### config.mk
export PLATFORM = sky130hd
export DESIGN_NAME = perc_top
export DESIGN_NICKNAME = d
export VERILOG_FILES = /design/src/common/perc_pkg.sv /design/src/core/perc_sync.sv /design/src/core/perc_top.sv
export SDC_FILE = /design/constraint.sdc
export NUM_CORES = 1
export LEC_CHECK = 0
export BUFFER_PORTS_ARGS = -buffer_cell sky130_fd_sc_hd__buf_2
export CAP_MARGIN = 20
export CORE_MARGIN = 2
export CORE_UTILIZATION = 50
export DETAILED_ROUTE_END_ITERATION = 10
export GPL_TIMING_DRIVEN = 1
export PLACE_DENSITY = 0.89
export SETUP_SLACK_MARGIN = 0.5
export SLEW_MARGIN = 20
export SYNTH_ARGS = -nofsm -noshare
export SYNTH_HDL_FRONTEND = slang
export SYNTH_HIERARCHICAL = 1
export SYNTH_SLANG_ARGS = --single-unit
export TNS_END_PERCENT = 50
### constraint.sdc
create_clock -name clk -period 3.7 [get_ports clk]
set_input_delay 0.555 -clock clk [delete_from_list [all_inputs] [get_ports clk]]
set_output_delay 0.555 -clock clk [all_outputs]
set_load 0.02 [all_outputs]
### src/common/perc_pkg.sv
// Purpose: shared constants for the receive error counter and coding-sublayer control bank
// Assumes: apb slave, 32-bit data, 125 MHz clock
// Notes:   offsets are register indices; byte address is four times the index
package perc_pkg;
  // -------------------------------------------------------------------------
  // register map
  // -------------------------------------------------------------------------
  localparam logic [7:0]  IDX_RX_ERR     = 8'h15;
  localparam logic [7:0]  IDX_PCS_CFG    = 8'h16;
  localparam logic [7:0]  IDX_LINK_STAT  = 8'h18;
  localparam logic [11:0] ADDR_RX_ERR    = {2'h0, IDX_RX_ERR, 2'h0};
  localparam logic [11:0] ADDR_PCS_CFG   = {2'h0, IDX_PCS_CFG, 2'h0};
  localparam logic [11:0] ADDR_LINK_STAT = {2'h0, IDX_LINK_STAT, 2'h0};
  // -------------------------------------------------------------------------
  // coding-sublayer field positions and reset
  // -------------------------------------------------------------------------
  localparam int          BIT_FREE_CLK   = 11;
  localparam int          BIT_QUIET_EN   = 10;
  localparam int          BIT_SD_FORCE   = 9;
  localparam int          BIT_SD_POLICY  = 8;
  localparam int          BIT_DESC_TMO   = 7;
  localparam int          BIT_FORCE_OK   = 5;
  localparam int          BIT_NRZI_BYP   = 2;
  localparam logic [15:0] PCS_WMASK      = 16'h0fa4;
  localparam logic [15:0] PCS_RESET      = 16'h0100;
  localparam logic [7:0]  ERR_MAX        = 8'hff;
  // -------------------------------------------------------------------------
  // descrambler timeouts
  // -------------------------------------------------------------------------
  localparam int          CLK_MHZ        = 125;
  localparam int          DESC_SHORT_US  = 722;
  localparam int          DESC_LONG_US   = 2000;
  localparam int          DESC_SHORT_CYC = DESC_SHORT_US * CLK_MHZ;
  localparam int          DESC_LONG_CYC  = DESC_LONG_US * CLK_MHZ;
  localparam int          TMO_W          = 18;
endpackage : perc_pkg

### src/core/perc_sync.sv
// Purpose: two-flop synchroniser for a bundle of level inputs
// Assumes: inputs asynchronous to clk
// Notes:   first stage feeds only the second
`timescale 1ns/1ps
`default_nettype none
module perc_sync #(
  parameter int W = 1
) (
  // clock and reset
  input  wire logic         clk,
  input  wire logic         rst_n,
  // data
  input  wire logic [W-1:0] d,
  output var  logic [W-1:0] q
);
  logic [W-1:0] s1_r;
  logic [W-1:0] s1_nxt;
  logic [W-1:0] q_nxt;

  always_comb begin
    s1_nxt = d;
    q_nxt  = s1_r;
  end

  always_ff @(posedge clk or negedge rst_n) begin
    if (!rst_n) begin
      s1_r <= '0;
      q    <= '0;
    end else begin
      s1_r <= s1_nxt;
      q    <= q_nxt;
    end
  end
endmodule : perc_sync
`default_nettype wire

### src/core/perc_top.sv
// Purpose: receive error counter and 100 Mb/s coding-sublayer control registers
// Assumes: apb slave, single 125 MHz clock, async active-low reset
// Notes:   datapath inputs are synchronised before use
//
// Added by the designer: the APB slave port.
`timescale 1ns/1ps
`default_nettype none
module perc_top (
  // clock and reset
  input  wire logic        clk,
  input  wire logic        rst_n,
  // apb
  input  wire logic        psel,
  input  wire logic        penable,
  input  wire logic        pwrite,
  input  wire logic [11:0] paddr,
  input  wire logic [31:0] pwdata,
  output var  logic [31:0] prdata,
  output var  logic        pready,
  output var  logic        pslverr,
  // receive path status
  input  wire logic        rx_carrier,
  input  wire logic        rx_symbol_err,
  input  wire logic        rx_collision,
  input  wire logic        signal_level_ok,
  input  wire logic        desc_locked,
  input  wire logic        desc_activity,
  // datapath controls
  output var  logic        true_quiet_enable,
  output var  logic        forced_signal_detect,
  output var  logic        descrambler_timeout_select,
  output var  logic        nrzi_bypass,
  output var  logic        free_rx_clock,
  output var  logic        link_100_up,
  output var  logic        desc_timeout
);
  // -------------------------------------------------------------------------
  // input synchronisation
  // -------------------------------------------------------------------------
  logic [5:0] raw_in;
  logic [5:0] syn;
  assign raw_in = {rx_carrier, rx_symbol_err, rx_collision,
                   signal_level_ok, desc_locked, desc_activity};
  perc_sync #(.W(6)) u_sync (
    .clk   (clk),
    .rst_n (rst_n),
    .d     (raw_in),
    .q     (syn)
  );
  logic car_s, err_s, col_s, sig_s, lock_s, act_s;
  assign {car_s, err_s, col_s, sig_s, lock_s, act_s} = syn;

  // -------------------------------------------------------------------------
  // apb decode
  // -------------------------------------------------------------------------
  function automatic logic hit(input logic [11:0] a, input logic [11:0] r);
    hit = (a == r);
  endfunction : hit

  logic acc, wr_acc, rd_acc, rd_err, wr_cfg, known;
  assign acc    = psel && penable && pready;
  assign wr_acc = acc && pwrite;
  assign rd_acc = acc && !pwrite;
  assign known  = hit(paddr, perc_pkg::ADDR_RX_ERR) || hit(paddr, perc_pkg::ADDR_PCS_CFG)
                  || hit(paddr, perc_pkg::ADDR_LINK_STAT);
  assign rd_err = rd_acc && hit(paddr, perc_pkg::ADDR_RX_ERR);
  assign wr_cfg = wr_acc && hit(paddr, perc_pkg::ADDR_PCS_CFG);

  // -------------------------------------------------------------------------
  // receive error counter
  // -------------------------------------------------------------------------
  logic [7:0] cnt_r, cnt_nxt;
  logic       car_d_r, car_d_nxt;
  logic       ev_err_r, ev_err_nxt;
  logic       ev_col_r, ev_col_nxt;
  logic       ev_done_r, ev_done_nxt;
  logic       bump;

  always_comb begin
    car_d_nxt   = car_s;
    ev_err_nxt  = ev_err_r;
    ev_col_nxt  = ev_col_r;
    ev_done_nxt = ev_done_r;
    bump        = 1'b0;
    if (car_s && !car_d_r) begin
      ev_err_nxt  = err_s;
      ev_col_nxt  = col_s;
      ev_done_nxt = 1'b0;
    end else if (car_s) begin
      if (col_s) begin
        ev_col_nxt = 1'b1;
      end
      if (err_s) begin
        ev_err_nxt = 1'b1;
      end
    end
    // count at end of carrier so a late collision still suppresses it
    if (!car_s && car_d_r && (ev_err_r || err_s) && !ev_col_r && !ev_done_r) begin
      bump        = 1'b1;
      ev_done_nxt = 1'b1;
    end
    cnt_nxt = cnt_r;
    if (rd_err) begin
      cnt_nxt = 8'h00;
    end
    if (bump) begin
      if (rd_err) begin
        cnt_nxt = 8'h01;
      end else if (cnt_r != perc_pkg::ERR_MAX) begin
        cnt_nxt = cnt_r + 8'h01;
      end
    end
  end

  always_ff @(posedge clk or negedge rst_n) begin
    if (!rst_n) begin
      cnt_r     <= 8'h00;
      car_d_r   <= 1'b0;
      ev_err_r  <= 1'b0;
      ev_col_r  <= 1'b0;
      ev_done_r <= 1'b0;
    end else begin
      cnt_r     <= cnt_nxt;
      car_d_r   <= car_d_nxt;
      ev_err_r  <= ev_err_nxt;
      ev_col_r  <= ev_col_nxt;
      ev_done_r <= ev_done_nxt;
    end
  end

  // -------------------------------------------------------------------------
  // coding-sublayer configuration
  // -------------------------------------------------------------------------
  logic [15:0] cfg_r, cfg_nxt;

  always_comb begin
    cfg_nxt = cfg_r;
    if (wr_cfg) begin
      cfg_nxt = pwdata[15:0] & perc_pkg::PCS_WMASK;
    end
  end

  always_ff @(posedge clk or negedge rst_n) begin
    if (!rst_n) begin
      cfg_r <= perc_pkg::PCS_RESET;
    end else begin
      cfg_r <= cfg_nxt;
    end
  end

  // -------------------------------------------------------------------------
  // link qualification
  // -------------------------------------------------------------------------
  typedef enum logic [1:0] {
    PERC_DOWN = 2'b01,
    PERC_UP   = 2'b10
  } perc_link_e;
  perc_link_e lst_r, lst_nxt;

  always_comb begin
    lst_nxt = lst_r;
    case (lst_r)
      PERC_DOWN: begin
        if (sig_s && lock_s) begin
          lst_nxt = PERC_UP;
        end
      end
      PERC_UP: begin
        if (!sig_s) begin
          lst_nxt = PERC_DOWN;
        end else if (!cfg_r[perc_pkg::BIT_SD_POLICY] && !lock_s) begin
          lst_nxt = PERC_DOWN;
        end
      end
      default: lst_nxt = PERC_DOWN;
    endcase
  end

  always_ff @(posedge clk or negedge rst_n) begin
    if (!rst_n) begin
      lst_r <= PERC_DOWN;
    end else begin
      lst_r <= lst_nxt;
    end
  end

  // -------------------------------------------------------------------------
  // descrambler timeout timer
  // -------------------------------------------------------------------------
  logic [perc_pkg::TMO_W-1:0] tmo_r, tmo_nxt, tmo_lim;
  logic                       tout_nxt;

  always_comb begin
    tmo_lim = cfg_r[perc_pkg::BIT_DESC_TMO] ?
              perc_pkg::TMO_W'(perc_pkg::DESC_LONG_CYC) :
              perc_pkg::TMO_W'(perc_pkg::DESC_SHORT_CYC);
    tout_nxt = 1'b0;
    if (act_s || !lock_s) begin
      tmo_nxt = '0;
    end else if (tmo_r >= tmo_lim - 1'b1) begin
      tmo_nxt  = '0;
      tout_nxt = 1'b1;
    end else begin
      tmo_nxt = tmo_r + 1'b1;
    end
  end

  always_ff @(posedge clk or negedge rst_n) begin
    if (!rst_n) begin
      tmo_r <= '0;
    end else begin
      tmo_r <= tmo_nxt;
    end
  end

  // -------------------------------------------------------------------------
  // outputs and read data
  // -------------------------------------------------------------------------
  logic [31:0] rdata_nxt;
  logic        link_nxt;

  always_comb begin
    link_nxt  = cfg_r[perc_pkg::BIT_FORCE_OK] || (lst_r == PERC_UP);
    rdata_nxt = 32'h0000_0000;
    if (hit(paddr, perc_pkg::ADDR_RX_ERR)) begin
      rdata_nxt = {24'h00_0000, cnt_r};
    end else if (hit(paddr, perc_pkg::ADDR_PCS_CFG)) begin
      rdata_nxt = {16'h0000, cfg_r};
    end else if (hit(paddr, perc_pkg::ADDR_LINK_STAT)) begin
      rdata_nxt = {31'h0000_0000, link_nxt};
    end
  end

  always_ff @(posedge clk or negedge rst_n) begin
    if (!rst_n) begin
      pready                     <= 1'b0;
      prdata                     <= 32'h0000_0000;
      pslverr                    <= 1'b0;
      true_quiet_enable          <= 1'b0;
      forced_signal_detect       <= 1'b0;
      descrambler_timeout_select <= 1'b0;
      nrzi_bypass                <= 1'b0;
      free_rx_clock              <= 1'b0;
      link_100_up                <= 1'b0;
      desc_timeout               <= 1'b0;
    end else begin
      pready                     <= psel && !penable;
      prdata                     <= rdata_nxt;
      pslverr                    <= psel && !penable && !known;
      true_quiet_enable          <= cfg_nxt[perc_pkg::BIT_QUIET_EN];
      forced_signal_detect       <= cfg_nxt[perc_pkg::BIT_SD_FORCE];
      descrambler_timeout_select <= cfg_nxt[perc_pkg::BIT_DESC_TMO];
      nrzi_bypass                <= cfg_nxt[perc_pkg::BIT_NRZI_BYP];
      free_rx_clock              <= cfg_nxt[perc_pkg::BIT_FREE_CLK];
      link_100_up                <= link_nxt;
      desc_timeout               <= tout_nxt;
    end
  end

  // -------------------------------------------------------------------------
  // checks
  // -------------------------------------------------------------------------
  chk_cnt_sat: assert property (@(posedge clk) disable iff (!rst_n)
    (cnt_r == perc_pkg::ERR_MAX && !rd_err) |=> cnt_r == perc_pkg::ERR_MAX)
    else $error("counter wrapped");
  chk_cnt_clear: assert property (@(posedge clk) disable iff (!rst_n)
    (rd_err && !bump) |=> cnt_r == 8'h00)
    else $error("counter not cleared by read");
  chk_cnt_step: assert property (@(posedge clk) disable iff (!rst_n)
    (!rd_err && cnt_r != perc_pkg::ERR_MAX) |=> (cnt_r - $past(cnt_r)) inside {8'h00, 8'h01})
    else $error("counter jumped");
  chk_cnt_nocol: assert property (@(posedge clk) disable iff (!rst_n)
    (car_d_r && ev_col_r) |-> !bump)
    else $error("count during collision");
  chk_cnt_inc: assert property (@(posedge clk) disable iff (!rst_n)
    (bump && !rd_err && cnt_r != perc_pkg::ERR_MAX) |=> cnt_r == $past(cnt_r) + 8'h01)
    else $error("counter missed event");
  chk_rsvd_zero: assert property (@(posedge clk) disable iff (!rst_n)
    (cfg_r & ~perc_pkg::PCS_WMASK) == 16'h0000)
    else $error("reserved bit set");
  chk_quiet_out: assert property (@(posedge clk) disable iff (!rst_n)
    true_quiet_enable == cfg_r[perc_pkg::BIT_QUIET_EN])
    else $error("quiet output mismatch");
  chk_link_hold: assert property (@(posedge clk) disable iff (!rst_n)
    (lst_r == PERC_UP && sig_s && cfg_r[perc_pkg::BIT_SD_POLICY]) |=> lst_r == PERC_UP)
    else $error("link dropped on lock loss");
  chk_link_drop: assert property (@(posedge clk) disable iff (!rst_n)
    (!cfg_r[perc_pkg::BIT_SD_POLICY] && !lock_s) |=> lst_r == PERC_DOWN)
    else $error("link held without lock");
  chk_force_ok: assert property (@(posedge clk) disable iff (!rst_n)
    cfg_r[perc_pkg::BIT_FORCE_OK] |=> link_100_up)
    else $error("forced link not reported");
  cov_bump: cover property (@(posedge clk) disable iff (!rst_n) bump);
  cov_sat: cover property (@(posedge clk) disable iff (!rst_n) cnt_r == perc_pkg::ERR_MAX);
  cov_tout: cover property (@(posedge clk) disable iff (!rst_n) tout_nxt);
  cov_up: cover property (@(posedge clk) disable iff (!rst_n) lst_r == PERC_UP);
endmodule : perc_top
`default_nettype wire

==> impl_results.md <==
* Outcome: completed
* Final Cell Area at around 3500 um2
* Post-route ant nets at 0
* Ys Warns at 6
* DR pass1 iterations at 4
* Cells after synthesis at 274
* Fillers at just under 500
* Hold buffers post-CTS at 0
* Reg2Reg Setup Slack at between 1 and 1.5 ns
* CP startpoint kind: flop
* Avg Inst Size Synth at ~11 um2
* Die H at 82.2 um
* NetSw at 0.419 mW
* Final hold vios at 0
* Fin crit share at 0.610
* Worst-path maximum fanout at 18
* Grt ovf at 0
* Die W at between 80 and 90 um
* Post-Route Utilization at 0.587
* Multi-input gate area at ~1300 um2
* IO buf count at 50
* Reg-to-reg startpoint: cfg_r[7]
* Wirelength, routed at around 5400 um
* Worst Skew at between 0.009 and 0.01 ns
* First-pass GRT wire length at 8870 um
* Dpl ws at approximately 1.3 ns
* Post-cts resize count at 0
* Synthesis-to-layout area growth at 13.7%
* N_diodes at 0
* DR vias at between 2000 and 2500
* Setup CP Type: flop to flop
* Critical path's largest stage delay at approximately 0.44 ns
* Synth area leader: dfrtp_1
* Final count of negative-setup-slack endpoints at 0
* GRT Total Usage at 0.176
* Netlist cell types at 52
* Die area at around 6800 um2
* Clk root buf: clkbuf_8
* Wire length per cell at 13.2 um
* Pwr/cell area at ~440 nW/um2
* CTS tree: yes
* Max IR drop VDD at 0.209 mV
* FMAX at 443 MHz
* Pleak at 1.67 nW
* Vias in the first global route at between 1500 and 2000
* Detailed placement HPWL at 3940 um
* R2R depth at 7
* Placed cell areas at 3310 um2
* Post-layout minimum cycle time at about 2.3 ns
* Max-slew violations at 0
* Worst path slowest cell: dfrtp_1
* CTS max path bufs at 2
* PnR worst setup slack at between 1 and 1.5 ns
* Fin Setup TNS at 0 ns
* H-tree depth at 3
* DRT iter0 DRCs at roughly 160
* CTS Buf Count at 9
* Flop pwr share at 0.560
* FFs w/ async S/R, synth at 1.00
* Most used flip-flop cell after synthesis: dfrtp_1
* Combinational power share at 0.107
* Power share of the clock group at 0.333
* Cells along the critical path: inv_1 -> ha_1 -> or4bb_1 -> nor4_2 -> o21ai_1 -> nand4_2 -> nor2_1
* GPL Wtd Cong at around 0.91
* Drc violations at 0
* Post-Syn Area at between 3000 and 4000 um2
* Data arrival, critical path at about 2.5 ns
* Flops & latches, synth at 67
* Slew at the pin with the worst max-slew slack at between 0.6 and 0.7 ns
* Reg clk slew, reported paths at roughly 0.070 ns
* Int Pwr at between 1 and 1.5 mW
* RSZ-0062 raised after global routing: false
* Largest net degree at the start of global routing at 53
* Max capacitance violation total at 0
* FF-to-FF End: tmo_r[6]
* Post-CTS Repair Setup Buffers at 0
* Std-Cell Core Area at just under 6000 um2
* Max_slew headroom at 0.562
* Initial core utilization at 0.516
* Worst min path class: primary input to async pin
* Fin nets at between 300 and 400
* Ports at 96
* Post-synth EDFFs at 0
* Register area at about 1700 um2
* Clk sinks at 67
* Ratio of cells with drive above 1 in the final layout at 0.241
* Antenna violations before repair at 0
* Crit end category: flop
* Vias/cell at between 5 and 6
* Top-area cell type share of the netlist area at 0.532
* Data required time of the worst path at a little under 4 ns
* Top post-synthesis cells by area: dfrtp_1, buf_4, nor2_1, ha_1, xnor2_1
* Rows at 28
* Power Total at between 1.5 and 2 mW
* Post-synthesis sequential area ratio at 0.549
* Sw frac at 0.274
* Clk_lat worst skew at 0.33 ns
==> power groups by stage <==
stage	registers, mW	clock network [mW]	logic (mW)
6_report	0.858	0.509	0.164
5_1_grt	0.866	0.554	0.184
4_1_cts	0.856	0.521	0.165
3_5_place_dp	0.868	0	0.157
3_3_place_gp	0.862	0	0.150
2_1_floorplan	0.851	0	0.124
==> stage by stage <==
step           instances  hold WS [ns]
2_1_floorplan        293         0.259
3_3_place_gp         396         0.334
3_5_place_dp         396         0.335
4_1_cts              411         0.315
5_1_grt              411         0.299
6_report             411         0.237
==> cell type report <==
cell class,count,share of cell area
flip-flops and latches,67,0.483
multi-input cells,196,0.360
repair buffers,52,0.0770
clock buffers,13,0.0428
well taps,75,0.0270
inverters,6,0.00648
clock inverters,2,0.00360
==> worst max-delay path by stage <==
stage                end  slack (ns)  startpoint
2_1_floorplan  cfg_r[10]        1.60    paddr[7]
3_3_place_gp   cfg_r[10]        1.36    paddr[7]
3_5_place_dp   cfg_r[10]        1.29    paddr[7]
4_1_cts         tmo_r[6]        1.43    cfg_r[7]
5_1_grt        tmo_r[14]        1.27    cfg_r[7]
6_report        tmo_r[6]        1.44    cfg_r[7]
==> cells in the mapped netlist (3+ instances only) <==
cell type and number:
a21oi_1 4, a22o_1 5, a31oi_1 3, and2_1 10
and3_1 3, and4_1 3, buf_4 20, dfrtp_1 65
ha_1 8, inv_1 6, mux2_2 7, nand2_1 14
nand2b_1 5, nand3_1 12, nand4_1 4, nor2_1 35
nor2b_1 3, nor3_1 8, o21ai_0 5, xnor2_1 11
xor2_1 6
==> registers in the layout (all words and copies together), names as in the netlist <==
register and count:
u_sync/q 6, ev_done_r 1, prdata 12, pready 1, desc_timeout 1, cnt_r 8, link_100_up 1, u_sync/q_nxt 6
car_d_r 1, ev_err_r 1, lst_r 2, tmo_r 18, cfg_r 7, ev_col_r 1, pslverr 1
==> metal layers <==
metal  global-route usage  part of all wire
met2                0.281              0.46
met3               0.0326             0.060
met5                    0                 0
met1                0.220              0.45
met4                0.115             0.028
==> cell usage in the layout (no fill, tap or decap), types with 2 or more instances in the layout <==
cell and instances:
dfstp_2 2, a21oi_1 4, nor3_1 8, dfrtp_1 65
or4b_1 2, nand4_1 4, a211oi_1 2, nand2b_1 5
mux2_2 7, a31oi_1 3, and3_1 3, inv_1 6
xor2_1 6, buf_4 3, nand2_1 14, nor3b_1 2
buf_2 49, clkbuf_1 3, and2_1 10, clkbuf_8 10
and4_1 3, nand3_1 12, a22o_1 5, o21ai_0 5
nor4_1 2, nor2_1 35, ha_1 8, xnor2_1 11
conb_1 20, nor2b_1 3
==> cell families (layout without fill, tap and decap cells) <==
group,count (synthesis),after routing,share of synthesized area
buffers and inverters,30,73,0.0647
xor gates and xnor gates,17,17,0.0487
and+or+nand+nor,118,118,0.219
other,1,20,0.00123
adders and majority gates,8,8,0.0327
AOI/OAI and AO/OA,25,25,0.0557
DFF,67,67,0.549
muxes,8,8,0.0291
==> critical path, delay by kind of cell, from the launching register on <==
| family | cells | cell delay (ns) |
|---|---|---|
| flops | 1 | 0.44 |
| fa+ha+maj | 1 | 0.31 |
| simple gates | 4 | 1.05 |
| compound gates | 1 | 0.15 |
| buf+inv | 1 | 0.16 |
Power figures use the tool's default switching activity.
